`src/mio_pkg.sv`:
```
// Shared constants and types for the memory-mapped port bus peripheral
package mio_pkg;

	// ------------------------------------------------------------
	// Basic types
	// ------------------------------------------------------------
	typedef logic [7:0] mio_byte_t; // One bus byte

	// Bus pins after the two-flop synchroniser
	typedef struct packed {
		logic periph_rst_n; // Peripheral reset line, low active
		logic low_range_qualifier; // Address within the low 256
		logic read_strobe; // Processor read level
		logic write_strobe; // Processor write level
		mio_byte_t address_lines; // Line zero is the LSB
		mio_byte_t data_lines; // Shared data lines, as seen
	} mio_bus_s;

	localparam int MIO_SYNC_W = $bits(mio_bus_s);

	// Transfer state of the stall handshake
	typedef enum logic [1:0] {
		MIO_IDLE,
		MIO_RD_WAIT,
		MIO_WR_WAIT
	} mio_state_e;

	// ------------------------------------------------------------
	// Port addresses inside the processor memory space
	// ------------------------------------------------------------
	localparam mio_byte_t MIO_READER_CHAR_ADDR = 8'h20;
	localparam mio_byte_t MIO_READER_STATUS_ADDR = 8'h21;
	localparam mio_byte_t MIO_PUNCH_CHAR_ADDR = 8'h22;
	localparam mio_byte_t MIO_PUNCH_STATUS_ADDR = 8'h23;

	// ------------------------------------------------------------
	// Status field positions and reset values
	// ------------------------------------------------------------
	localparam int MIO_CHAR_READY_FLAG_BIT = 7;
	localparam int MIO_IRQ_ENABLE_RESERVED_BIT = 6;
	localparam int MIO_FAULT_FLAG_BIT = 5;
	localparam int MIO_FETCH_ONE_CHAR_BIT = 0;
	localparam mio_byte_t MIO_BYTE_RST = 8'h00;
	localparam logic [MIO_SYNC_W-1:0] MIO_SYNC_RST = '0;

endpackage : mio_pkg

```
`src/mio_sync.sv`:
```
// Two-flop synchroniser, one stage pair per bit
`timescale 1ns/1ns
module mio_sync #(
	parameter int WIDTH = 1,
	parameter logic [WIDTH-1:0] RST_VAL = '0
) (
	input wire logic ref_clk,
	input wire logic sys_rst,
	input wire logic clk_en,
	input wire logic [WIDTH-1:0] async_in,
	output logic [WIDTH-1:0] sync_out
);

	// ------------------------------------------------------------
	// Per-bit stage pair; first stage feeds only the second
	// ------------------------------------------------------------
	genvar i;
	generate
		for (i = 0; i < WIDTH; i++) begin : g_bit
			logic meta; // Metastable stage, read by stage two only
			always_ff @(posedge ref_clk or posedge sys_rst) begin
				if (sys_rst) begin
					meta <= RST_VAL[i];
					sync_out[i] <= RST_VAL[i];
				end else if (clk_en) begin
					meta <= async_in[i];
					sync_out[i] <= meta;
				end
			end
		end
	endgenerate

endmodule : mio_sync

```
`src/mio_port_bus.sv`:
```
// Reader and punch ports on the memory-mapped peripheral bus
`timescale 1ns/1ns
// Functional notes
// - Ports live in ordinary memory address space
// - Reading output-only port returns zero
// - Increment on output port writes one
// - Bus lines driven open-collector, wired-OR
// - Address lines active high, line zero LSB
// - Decode includes low-range qualifier line
// - Port select low while address decoded
// - Slow port pulls stall line low
// - Peripheral reset line restores start-up state
// - Punch write stalls while still punching
// - Reader read fetches, stalls until ready
// - Service request pulls interrupt line low
// - Status ports separate from data ports
// - Reader has data port plus status port
// - Ready flag set on char, cleared on access
// - Writing fetch bit reads one character
// - Fault flag on error; bit six reserved
// - Punch data write-only; status shows readiness
module mio_port_bus (
	input wire logic ref_clk,
	input wire logic sys_rst,
	input wire logic clk_en,
	input wire logic stall_mode,
	input wire mio_pkg::mio_byte_t address_lines,
	input wire logic low_range_qualifier,
	input wire logic read_strobe,
	input wire logic write_strobe,
	input wire logic periph_rst_n,
	input wire mio_pkg::mio_byte_t data_in,
	output mio_pkg::mio_byte_t data_out,
	output mio_pkg::mio_byte_t data_oe,
	output logic stall_n_out,
	output logic stall_n_oe,
	output logic port_select_n_out,
	output logic port_select_n_oe,
	output logic irq_n_out,
	output logic irq_n_oe,
	output logic reader_fetch,
	input wire mio_pkg::mio_byte_t reader_char,
	input wire logic reader_char_valid,
	input wire logic reader_fault,
	output logic punch_strobe,
	output mio_pkg::mio_byte_t punch_char,
	input wire logic punch_busy,
	input wire logic punch_fault
);
	import mio_pkg::*;

	// ------------------------------------------------------------
	// Declarations
	// ------------------------------------------------------------
	mio_bus_s bus; // Synchronised bus pins
	logic rd_d; // Read level one cycle back
	logic wr_d; // Write level one cycle back
	logic rd_start; // Rising read strobe
	logic wr_start; // Rising write strobe
	logic loc_rst; // Synchronous peripheral reset
	logic hit_rc; // Reader char port decoded
	logic hit_rs; // Reader status port decoded
	logic hit_pc; // Punch char port decoded
	logic hit_ps; // Punch status port decoded
	logic any_hit; // Any of our four ports
	mio_state_e state; // Stall handshake state
	mio_byte_t char_hold; // Received character
	logic char_ready; // Character waiting
	logic rd_fault; // Sticky reader error
	logic rd_irq_en; // Reader interrupt enable
	logic pn_irq_en; // Punch interrupt enable
	logic pn_fault; // Registered punch error
	logic fetch_req; // Fetch one character now
	logic punch_go; // Fire the punch now
	mio_byte_t next_rd_data; // Read mux result

	// ------------------------------------------------------------
	// Pin synchroniser
	// ------------------------------------------------------------
	// Strobes, address and data come from another timing world
	mio_sync #(
		.WIDTH(MIO_SYNC_W),
		.RST_VAL(MIO_SYNC_RST)
	) u_sync (
		.ref_clk(ref_clk),
		.sys_rst(sys_rst),
		.clk_en(clk_en),
		.async_in({periph_rst_n, low_range_qualifier, read_strobe, write_strobe, address_lines, data_in}),
		.sync_out(bus)
	);

	// ------------------------------------------------------------
	// Address decode and strobe edges
	// ------------------------------------------------------------
	// Plain memory addresses, gated by the low-range line
	assign hit_rc = bus.low_range_qualifier && (bus.address_lines == MIO_READER_CHAR_ADDR);
	assign hit_rs = bus.low_range_qualifier && (bus.address_lines == MIO_READER_STATUS_ADDR);
	assign hit_pc = bus.low_range_qualifier && (bus.address_lines == MIO_PUNCH_CHAR_ADDR);
	assign hit_ps = bus.low_range_qualifier && (bus.address_lines == MIO_PUNCH_STATUS_ADDR);
	assign any_hit = hit_rc | hit_rs | hit_pc | hit_ps;
	assign rd_start = bus.read_strobe & ~rd_d;
	assign wr_start = bus.write_strobe & ~wr_d;
	// Bus reset line acts as a synchronous clear
	assign loc_rst = ~bus.periph_rst_n;

	// Edge history for the strobes
	always_ff @(posedge ref_clk or posedge sys_rst) begin
		if (sys_rst) begin
			rd_d <= 1'b0;
			wr_d <= 1'b0;
		end else if (clk_en) begin
			rd_d <= bus.read_strobe;
			wr_d <= bus.write_strobe;
		end
	end

	// ------------------------------------------------------------
	// Stall handshake
	// ------------------------------------------------------------
	// Only the stall scheme ever leaves idle; polling never stalls
	always_ff @(posedge ref_clk or posedge sys_rst) begin
		if (sys_rst) begin
			state <= MIO_IDLE;
		end else if (clk_en) begin
			if (loc_rst) begin
				state <= MIO_IDLE;
			end else begin
				unique case (state)
					MIO_IDLE: begin
						if (stall_mode && rd_start && hit_rc) begin
							state <= MIO_RD_WAIT;
						end else if (stall_mode && wr_start && hit_pc && punch_busy) begin
							state <= MIO_WR_WAIT;
						end
					end
					MIO_RD_WAIT: begin
						// Released the cycle the character lands
						if (reader_char_valid) begin
							state <= MIO_IDLE;
						end
					end
					MIO_WR_WAIT: begin
						// Held data goes out once the punch frees up
						if (!punch_busy) begin
							state <= MIO_IDLE;
						end
					end
				endcase
			end
		end
	end

	// Stall and select pulled low only, never driven high
	assign stall_n_out = 1'b0;
	assign stall_n_oe = (state != MIO_IDLE);
	assign port_select_n_out = 1'b0;
	assign port_select_n_oe = any_hit;

	// ------------------------------------------------------------
	// Reader side
	// ------------------------------------------------------------
	// Fetch bit write, or a stalling read of the char port
	assign fetch_req = (wr_start && hit_rs && bus.data_lines[MIO_FETCH_ONE_CHAR_BIT])
		|| (stall_mode && rd_start && hit_rc && (state == MIO_IDLE));

	// One-cycle fetch pulse to the tape mechanism
	always_ff @(posedge ref_clk or posedge sys_rst) begin
		if (sys_rst) begin
			reader_fetch <= 1'b0;
		end else if (clk_en) begin
			reader_fetch <= fetch_req && !loc_rst;
		end
	end

	// Character capture and ready flag; arrival beats the clearing access
	always_ff @(posedge ref_clk or posedge sys_rst) begin
		if (sys_rst) begin
			char_hold <= MIO_BYTE_RST;
			char_ready <= 1'b0;
		end else if (clk_en) begin
			if (loc_rst) begin
				char_hold <= MIO_BYTE_RST;
				char_ready <= 1'b0;
			end else if (reader_char_valid) begin
				char_hold <= reader_char;
				// A stalled read consumes the character at once
				char_ready <= (state != MIO_RD_WAIT);
			end else if ((rd_start || wr_start) && hit_rc) begin
				char_ready <= 1'b0;
			end
		end
	end

	// Sticky reader error, cleared by the next fetch unless a new one lands
	always_ff @(posedge ref_clk or posedge sys_rst) begin
		if (sys_rst) begin
			rd_fault <= 1'b0;
		end else if (clk_en) begin
			if (loc_rst) begin
				rd_fault <= 1'b0;
			end else if (reader_fault) begin
				rd_fault <= 1'b1;
			end else if (fetch_req) begin
				rd_fault <= 1'b0;
			end
		end
	end

	// ------------------------------------------------------------
	// Status enables (the reserved interrupt enable bit)
	// ------------------------------------------------------------
	always_ff @(posedge ref_clk or posedge sys_rst) begin
		if (sys_rst) begin
			rd_irq_en <= 1'b0;
			pn_irq_en <= 1'b0;
		end else if (clk_en) begin
			if (loc_rst) begin
				rd_irq_en <= 1'b0;
				pn_irq_en <= 1'b0;
			end else if (wr_start && hit_rs) begin
				rd_irq_en <= bus.data_lines[MIO_IRQ_ENABLE_RESERVED_BIT];
			end else if (wr_start && hit_ps) begin
				pn_irq_en <= bus.data_lines[MIO_IRQ_ENABLE_RESERVED_BIT];
			end
		end
	end

	// Service request pulls the shared interrupt line low
	assign irq_n_out = 1'b0;
	assign irq_n_oe = (rd_irq_en && char_ready) || (pn_irq_en && !punch_busy);

	// ------------------------------------------------------------
	// Punch side
	// ------------------------------------------------------------
	// Busy write without stall scheme is dropped; software should poll first
	assign punch_go = (wr_start && hit_pc && !punch_busy) || ((state == MIO_WR_WAIT) && !punch_busy);

	// Character latched on the write edge; a non-busy write fires the punch on that same edge
	always_ff @(posedge ref_clk or posedge sys_rst) begin
		if (sys_rst) begin
			punch_char <= MIO_BYTE_RST;
			punch_strobe <= 1'b0;
		end else if (clk_en) begin
			if (loc_rst) begin
				punch_char <= MIO_BYTE_RST;
				punch_strobe <= 1'b0;
			end else begin
				if (wr_start && hit_pc) begin
					punch_char <= bus.data_lines;
				end
				punch_strobe <= punch_go;
			end
		end
	end

	// Punch error level, registered for the status port
	always_ff @(posedge ref_clk or posedge sys_rst) begin
		if (sys_rst) begin
			pn_fault <= 1'b0;
		end else if (clk_en) begin
			pn_fault <= punch_fault && !loc_rst;
		end
	end

	// ------------------------------------------------------------
	// Read data path
	// ------------------------------------------------------------
	// Punch char port is write-only and therefore reads zero
	always_comb begin
		next_rd_data = MIO_BYTE_RST;
		if (bus.read_strobe && !loc_rst) begin
			if (hit_rc) begin
				if (state == MIO_RD_WAIT) begin
					// Zero until the fetched character arrives
					next_rd_data = reader_char_valid ? reader_char : MIO_BYTE_RST;
				end else begin
					next_rd_data = char_hold;
				end
			end else if (hit_rs) begin
				next_rd_data[MIO_CHAR_READY_FLAG_BIT] = char_ready;
				next_rd_data[MIO_IRQ_ENABLE_RESERVED_BIT] = rd_irq_en;
				next_rd_data[MIO_FAULT_FLAG_BIT] = rd_fault;
			end else if (hit_ps) begin
				next_rd_data[MIO_CHAR_READY_FLAG_BIT] = !punch_busy;
				next_rd_data[MIO_IRQ_ENABLE_RESERVED_BIT] = pn_irq_en;
				next_rd_data[MIO_FAULT_FLAG_BIT] = pn_fault;
			end
		end
	end

	// Registered data; zero during a stall, then the delivered char is kept
	always_ff @(posedge ref_clk or posedge sys_rst) begin
		if (sys_rst) begin
			data_out <= MIO_BYTE_RST;
		end else if (clk_en) begin
			if ((state == MIO_RD_WAIT) && !reader_char_valid && !loc_rst) begin
				data_out <= MIO_BYTE_RST;
			end else begin
				data_out <= next_rd_data;
			end
		end
	end

	// Open-collector data: only the one bits pull the wired-OR
	assign data_oe = data_out;
endmodule : mio_port_bus

```
`config.mk`:
```
export PLATFORM = sky130hd
export DESIGN_NAME = mio_port_bus
export DESIGN_NICKNAME = d
export VERILOG_FILES = /design/src/mio_pkg.sv /design/src/mio_sync.sv /design/src/mio_port_bus.sv
export SDC_FILE = /design/constraint.sdc
export NUM_CORES = 1
export LEC_CHECK = 0
export BUFFER_PORTS_ARGS = -buffer_cell sky130_fd_sc_hd__buf_2
export CAP_MARGIN = 20
export CORE_ASPECT_RATIO = 0.5
export CORE_MARGIN = 2
export CORE_UTILIZATION = 47
export CTS_CLUSTER_SIZE = 12
export DETAILED_ROUTE_END_ITERATION = 10
export PLACE_DENSITY = 0.81
export SKIP_CTS_REPAIR_TIMING = 1
export SYNTH_ARGS = -nofsm -noshare
export SYNTH_HDL_FRONTEND = slang
export SYNTH_HIERARCHICAL = 1
export SYNTH_SLANG_ARGS = --single-unit
```
`constraint.sdc`:
```
create_clock -name ref_clk -period 2 [get_ports ref_clk]
set_input_delay 0 -clock ref_clk [delete_from_list [all_inputs] [get_ports ref_clk]]
set_output_delay 0 -clock ref_clk [all_outputs]
set_load 0.1 [all_outputs]
```
==> results of run 1 <==
cells by family (layout without fill, tap and decap cells):
group                      Yosys count  in the layout  share of synthesized area, %
DFF                                 75             75                          54.6
and+or+nand+nor                     66             66                          11.1
AOI/OAI and AO/OA                   58             58                          12.3
buffers and inverters               43            136                          7.02
muxes                               42             42                          13.8
adders and majority gates            3              3                          1.09
other                                1              3                         0.109
sequential cells by signal, summed over array words and instances (netlist names), 2 cells and up:
register	flops
state	2
char_hold	8
punch_char	8
data_oe	8
u_sync/g_bit.meta	20
u_sync/sync_out	20
power groups by stage:
stage	sequential [mW]	combinational (mW)	clock (mW)
4_1_cts	1.78	0.646	1.68
3_3_place_gp	1.80	0.618	0
2_1_floorplan	1.79	0.465	0
3_5_place_dp	1.81	0.637	0
5_1_grt	1.80	0.754	1.74
6_report	1.78	0.694	1.67
cells in the mapped netlist (2+ instances only):
master,number
nor2b_1,4
and3_1,3
clkbuf_1,8
o22ai_1,3
mux2_2,42
buf_4,11
nor2_1,9
o21a_1,3
nor4_1,2
nand3_1,16
and2_1,2
nand2_1,12
o2bb2ai_1,6
inv_1,18
buf_6,5
nand2b_1,4
a22o_1,10
o21ai_0,14
a31oi_1,2
dfrtp_1,75
o211ai_1,2
ha_1,3
nor3_1,2
a32o_1,7
a21oi_1,5
placed cells by master (no fill, tap or decap), types with 9 or more instances in the layout:
cell           count
a22o_1            10
buf_2             63
buf_4             11
clkbuf_16          9
dfrtp_1           75
dlygate4sd3_1     27
inv_1             18
mux2_2            42
nand2_1           12
nand3_1           16
nor2_1             9
o21ai_0           13
worst max-delay path by stage:
stage,end,slack (ps),cells after the start
after floorplan,data_oe[5],100,4
after global placement,state[0],170,4
after detailed placement,state[0],70,4
after CTS,punch_char[3],40,4
after global routing,data_oe[0],30,4
final,punch_char[3],100,4
layer usage:
layer	GRT usage, %	vias to the layer above
li1	-	1210
met1	24.4	1290
met2	32.3	113
met3	6.03	14
met4	6.25	0
met5	0	-
critical path: cells and delay by family, from the launching register on:
kind | cells | cell delay, ps
AOI/OAI and AO/OA | 2 | 450
DFF | 1 | 390
and+or+nand+nor | 2 | 950
area by class of cell:
type / instances / area [um^2] / share of cell area (%)
inverters: 18 / 67.6 / 1.54
multi-input cells: 172 / 1340 / 30.4
clock buffers: 9 / 225 / 5.13
repair buffers: 102 / 688 / 15.7
well taps: 92 / 115 / 2.62
flip-flops and latches: 75 / 1880 / 42.7
clock inverters: 7 / 82.6 / 1.88
per-stage QoR:
| stage | utilization [%] | cell area [um^2] |
|---|---|---|
| floorplan | - | 3450 |
| global placement | 55.3 | 3810 |
| detailed placement | 55.3 | 3810 |
| CTS | 59.8 | 4120 |
| global route | 63.8 | 4390 |
| finish | 63.8 | 4390 |
==> flow_summary.toml, run 1 <==
[global_route]
grt_use_total_pct = 19.3
grt_pass1_wl_mm = 12.2
antenna_found_initial = 0
gr-total-overflow = 0
grt_max_degree = 41
grt_pass1_vias = 2485

[synth]
synth.area.top_cells = "dfrtp_1 55%, mux2_2 14%, a22o_1 2.5%, buf_4 2.4%, nand3_1 2.3%"
synth_top_area_cell = "dfrtp_1"
avgSynthCellArea_um2 = 11.9
synthArstFlopShare_pct = 100
synth-seq-cells = 75
synth_top_area_share_pct = 54.6
synthCells = 288
synthesis.area_um2 = 3440
ys_warn_count = 6
synth_edf_count = 0
ys.flop_type = "dfrtp_1"
synth_seq_area_share_pct = 54.6
yosysUniqueCellTypes = 45

[power]
p_seq_share_pct = 43.0
p_leak_nw = 2.04
swShare_pct = 28.9
combPwrFrac_pct = 16.7
internal_power_mw = 2.95
clkPwrFrac_pct = 40.2
power_density_nw_per_um2 = 944
switching_power_mw = 1.20
irDropWorstVdd_mv = 0.458
power_mw = 4.15

[critical_path]
end_kind = "register"
r2r_setup_slack_ps = 100
startpoint = "u_sync/sync_out[11]"
worstPathArrival_ps = 2130
cp_max_fo = 8
cp_slowest_cell = "or4b_4"
r2r_end = "punch_char[3]"
max_stage_delay_ps = 600
r2r_start = "u_sync/sync_out[11]"
criticalPathCategory = "reg2reg"
cp.required_ps = 2230
reg2reg_depth = 4
worstPathCellList = "or4b_4 > nor4_4 > o21ai_2 > a22o_1"
critPathLaunchType = "register"

[final_layout]
fin_nets = 417
layout-drive-gt1-share_pct = 36.8
area_delta_synth_final_pct = 27.7
diodes = 0
nFillCells = 479
layout.cells.non_filler = 475

[hold_path]
min_path_cells = 4
worstHoldStart = "reader_char[3]"
min_path_type = "in2reg"
hold_path_end = "data_oe[3]"

[floorplanning]
die_w_um = 125
die_area_um2 = 8060
std_cell_rows = 21
die_y_um = 64.5
initial_utilization_pct = 50.0
pin_count = 68
coreArea_um2 = 6880

[timing]
fin_crit_ps = 1900
rsz0062_at_grt = "false"
max_freq_mhz = 526
skew_ps = 7.46
whs_ps = 47.2
drv_slew = 0
setup_tns_ps = 0
post-route-period-util_pct = 95.0
fin_ws_ps = 99.3
setup-violations-final = 0
hold_viol_final = 0

[clock_network]
cts_num_sinks = 75
cts_tree = "built"
clkLatencyLatePin_ps = 340
max-clock-path-buffers = 2
cts_root_buf = "clkbuf_16"
cts_buffers = 9
path_clk_slew_ps = 70
htree_levels = 3

[flow_run]
maxCapViolCount = 0

[routing]
drtPass1Iterations = 5
viasPerCell = 5.53
met2_length_mm = 3.75
totalWireLength_mm = 7.74
drt-wirelength-per-cell_um = 16.3
met1Wirelength_mm = 3.28
first_iter_violations = 193
antenna_left = 0
top_layer_used = "met4"
wl_met3_um = 586
num_vias = 2627
drc = 0

[placement]
gp_congestion = 0.926
pre_cts_ws_ps = 71.7
dp.cells = 432
io_buffers = 64
hpwl_mm = 5.17

[run_status]
outcome = "finished, final reports clean"
No activity file was read; power rests on OpenSTA's default activity.
==> run 2, diff against run 1 <==
--- a/config.mk
+++ b/config.mk
@@ -8,7 +8,7 @@
 export BUFFER_PORTS_ARGS = -buffer_cell sky130_fd_sc_hd__buf_2
 export CAP_MARGIN = 20
 export CORE_ASPECT_RATIO = 0.5
-export CORE_MARGIN = 2
+export CORE_MARGIN = 1
 export CORE_UTILIZATION = 47
 export CTS_CLUSTER_SIZE = 12
 export DETAILED_ROUTE_END_ITERATION = 10
==> flow_summary.toml, run 2 (synthesis results as in run 1) <==
[run_status]
outcome = "finished, final reports clean"

[hold_path]
worstHoldStart = "reader_char[5]"
min_path_type = "in2reg"
min_path_cells = 5
hold_path_end = "char_hold[5]"

[power]
power_mw = 4.11
p_seq_share_pct = 43.4
switching_power_mw = 1.15
irDropWorstVdd_mv = 0.445
swShare_pct = 28.0
power_density_nw_per_um2 = 935
clkPwrFrac_pct = 39.4
internal_power_mw = 2.96
combPwrFrac_pct = 17.2
p_leak_nw = 2.05

[critical_path]
r2r_start = "u_sync/sync_out[11]"
worstPathArrival_ps = 2140
max_stage_delay_ps = 610
cp.required_ps = 2220
r2r_end = "punch_char[2]"
cp_max_fo = 8
critPathLaunchType = "register"
cp_slowest_cell = "or4b_4"
worstPathCellList = "or4b_4 > nor4_4 > o21ai_2 > a22o_1"
end_kind = "register"
r2r_setup_slack_ps = 80
criticalPathCategory = "reg2reg"
reg2reg_depth = 4

[placement]
hpwl_mm = 5.14
gp_congestion = 0.877
io_buffers = 64
dp.cells = 433
pre_cts_ws_ps = 71.5

[final_layout]
reg_top3 = "u_sync/g_bit.meta (20), u_sync/sync_out (20)"
final_cell_mix = "75 x dfrtp_1, 63 x buf_2, 42 x mux2_2"
diodes = 0
utilization_pct = 63.9
fin_nets = 418
final_common_cell = "dfrtp_1"
layout.cells.non_filler = 476
area_delta_synth_final_pct = 28.0
layout-drive-gt1-share_pct = 37.2

[routing]
antenna_left = 0
drt-wirelength-per-cell_um = 16.8
num_vias = 2673
viasPerCell = 5.62
drtPass1Iterations = 7
totalWireLength_mm = 8.00
first_iter_violations = 335
drc = 0

[clock_network]
clkLatencyLatePin_ps = 340
max-clock-path-buffers = 2
cts_tree = "built"
cts_num_sinks = 75
path_clk_slew_ps = 60
cts_root_buf = "clkbuf_16"
cts_buffers = 9
htree_levels = 3

[floorplanning]
pin_count = 68
initial_utilization_pct = 50.0
die_w_um = 123
std_cell_rows = 21
die_area_um2 = 7690
coreArea_um2 = 6880
die_y_um = 62.5

[timing]
skew_ps = 4.87
worst-slew-pin-transition_ps = 516
max_freq_mhz = 520
setup_tns_ps = 0
post-route-period-util_pct = 96.2
fin_ws_ps = 76.1
rsz0062_at_grt = "false"
slew_headroom_pct = 65.3
hold_viol_final = 0
drv_slew = 0
setup-violations-final = 0
fin_crit_ps = 1920

[global_route]
use_met3_pct = 7.57
grt_busiest_layer = "met2"
grt_use_total_pct = 21.1
grt_pass1_wl_mm = 12.2
met1_usage_pct = 26.9
gr-total-overflow = 0
met2_usage_pct = 33.8
antenna_found_initial = 0
grt_pass1_vias = 2443
grt_max_degree = 41

[flow_run]
maxCapViolCount = 0
[run 2: per-stage QoR]
step	area, um^2	hold slack (ps)
final	4400	29.9
after global routing	4400	63.0
after CTS	4120	-231
after global placement	3810	117
after floorplan	3450	112
after detailed placement	3810	128
[run 2: worst max-delay path: cells and delay by family, from the launching register on]
family	cells	cell delay [ps]
compound gates	2	430
simple gates	2	980
flops	1	390
[run 2: power groups by stage]
stage	sequential, mW	clock [mW]	combinational [mW]
after global routing	1.80	1.71	0.759
after detailed placement	1.81	0	0.646
after global placement	1.79	0	0.623
after floorplan	1.79	0	0.465
final	1.79	1.62	0.708
after CTS	1.78	1.64	0.652
[run 2: area by class of cell]
type	count	area, um^2
Multi-Input combinational cell	172	1340
Clock inverter	6	63.8
Tap cell	92	115
Inverter	18	67.6
Timing Repair Buffer	103	696
Clock buffer	10	239
Sequential cell	75	1880
Fill cell	496	2480
[run 2: worst max-delay path by stage]
stage	from	to	slack [ps]	depth (start not counted)
finish	u_sync/sync_out[11]	punch_char[2]	80	4
global route	u_sync/sync_out[11]	punch_char[2]	30	4
CTS	u_sync/sync_out[11]	punch_char[2]	50	4
detailed placement	u_sync/sync_out[11]	punch_char[2]	70	4
global placement	u_sync/sync_out[11]	punch_char[2]	170	4
floorplan	u_sync/sync_out[11]	data_oe[5]	100	4
[run 2: routing by layer]
layer,wire (um),vias to the layer above
met5,0,-
met4,180,0
met3,581,28
met2,3830,134
met1,3410,1306
li1,-,1205
==> run 3, diff against run 2 <==
--- a/config.mk
+++ b/config.mk
@@ -13,6 +13,7 @@
 export CTS_CLUSTER_SIZE = 12
 export DETAILED_ROUTE_END_ITERATION = 10
 export PLACE_DENSITY = 0.81
+export REMOVE_ABC_BUFFERS = 1
 export SKIP_CTS_REPAIR_TIMING = 1
 export SYNTH_ARGS = -nofsm -noshare
 export SYNTH_HDL_FRONTEND = slang
==> flow_summary.toml, run 3 (synthesis results as in run 1) <==
[timing]
setup-violations-final = 0
drv_slew = 0
fin_ws_ps = 73.8
skew_ps = 6.83
hold_viol_final = 0
post-route-period-util_pct = 96.3
whs_ps = 27.2
worst-slew-pin-transition_ps = 502
slew_headroom_pct = 66.5
max_freq_mhz = 519
fin_crit_ps = 1930

[clock_network]
htree_levels = 3
path_clk_slew_ps = 60
cts_buffers = 9
max-clock-path-buffers = 2
cts_root_buf = "clkbuf_16"
clkLatencyLatePin_ps = 340
cts_num_sinks = 75
cts_tree = "built"

[power]
p_seq_share_pct = 44.2
clkPwrFrac_pct = 39.0
switching_power_mw = 1.14
combPwrFrac_pct = 16.8
internal_power_mw = 2.91
power_density_nw_per_um2 = 928
swShare_pct = 28.0
p_leak_nw = 2.03
irDropWorstVdd_mv = 0.424

[routing]
wl_met3_um = 453
antenna_left = 0
met2_length_mm = 3.82
top_layer_used = "met4"
drtPass1Iterations = 4
first_iter_violations = 160
drt-wirelength-per-cell_um = 16.4
num_vias = 2619
viasPerCell = 5.54
drc = 0
totalWireLength_mm = 7.77
met1Wirelength_mm = 3.34

[global_route]
grt_pass1_wl_mm = 12.4
antenna_found_initial = 0
gr-total-overflow = 0
grt_use_total_pct = 21.1
grt_max_degree = 41
grt_pass1_vias = 2540

[placement]
pre_cts_ws_ps = 61.9
io_buffers = 64
hpwl_mm = 5.18
gp_congestion = 0.909

[final_layout]
diodes = 0
fin_nets = 416
reg_top3 = "u_sync/g_bit.meta (20), u_sync/sync_out (20)"
final_common_cell = "dfrtp_1"
area_delta_synth_final_pct = 26.8
final_cell_mix = "75 x dfrtp_1, 64 x buf_2, 42 x mux2_2"
layout-drive-gt1-share_pct = 36.5
multi_input_area_um2 = 1340
nFillCells = 478
seqCellArea_um2 = 1880

[floorplanning]
initial_utilization_pct = 50.0
coreArea_um2 = 6880
die_w_um = 123
die_y_um = 62.5
die_area_um2 = 7690
pin_count = 68
std_cell_rows = 21

[critical_path]
critPathLaunchType = "register"
cp.required_ps = 2210
worstPathArrival_ps = 2140
end_kind = "register"
criticalPathCategory = "reg2reg"
cp_max_fo = 5

[flow_run]
maxCapViolCount = 0

[hold_path]
min_path_type = "in2reg"

[run_status]
outcome = "finished, final reports clean"
-- run 3: changes by cell type in the layout (fill, tap and decap cells not counted), sizes merged --
cell	previous run	this run
clkbuf	10	9
buf	76	74
inv	19	18
clkinv	2	3
-- run 3: path summary, 6_finish.rpt --
path / start / to / slack (ps) / cells past startpoint
max in group asynchronous: sys_rst / u_sync/g_bit[13].meta / 1290 / 4
worst max-delay path: u_sync/sync_out[11] / data_oe[6] / 70 / 4
worst max register to register: u_sync/sync_out[11] / data_oe[6] / 70 / 4
worst min register to register: char_hold[1] / char_hold[1] / 500 / 1
worst min-delay path: reader_char[3] / data_oe[3] / 30 / 4
min in group asynchronous: sys_rst / punch_char[4] / 330 / 4
-- run 3: power by group through the flow --
stage | sequential, mW | combinational (mW) | clock, mW
after global routing | 1.81 | 0.734 | 1.68
final | 1.79 | 0.679 | 1.58
after CTS | 1.79 | 0.627 | 1.61
after global placement | 1.80 | 0.602 | 0
after detailed placement | 1.82 | 0.624 | 0
after floorplan | 1.81 | 0.417 | 0
-- run 3: layer usage --
layer / GRT usage (%) / up-vias
met1: 26.7 / 1292
met3: 6.75 / 14
met5: 0 / -
met4: 9.04 / 0
li1: - / 1204
met2: 33.4 / 109
-- run 3: final cells by class --
cell class | instances | area share [%]
clock buffer | 9 | 5.16
clock inverter | 6 | 1.55
inverter | 18 | 1.55
multi-input combinational | 172 | 30.8
sequential | 75 | 43.0
tap | 92 | 2.64
timing repair buffer | 101 | 15.3
-- run 3: metrics by stage --
step / power, mW / util (%) / setup TNS [ps] / std cells / area, um^2
after floorplan: 2.22 / - / -1120 / 265 / 3270
after global placement: 2.40 / 55.0 / 0 / 431 / 3780
after detailed placement: 2.44 / 55.0 / 0 / 431 / 3780
after CTS: 4.02 / 59.2 / 0 / 446 / 4080
after global routing: 4.22 / 63.3 / -1.21 / 473 / 4360
final: 4.05 / 63.3 / 0 / 473 / 4360
-- run 3: critical path, stage by stage (launching register included) --
cell and delay (ps):
dfrtp_1 390, or4b_4 610, nor3_2 340, o211ai_1 170, a32o_1 300
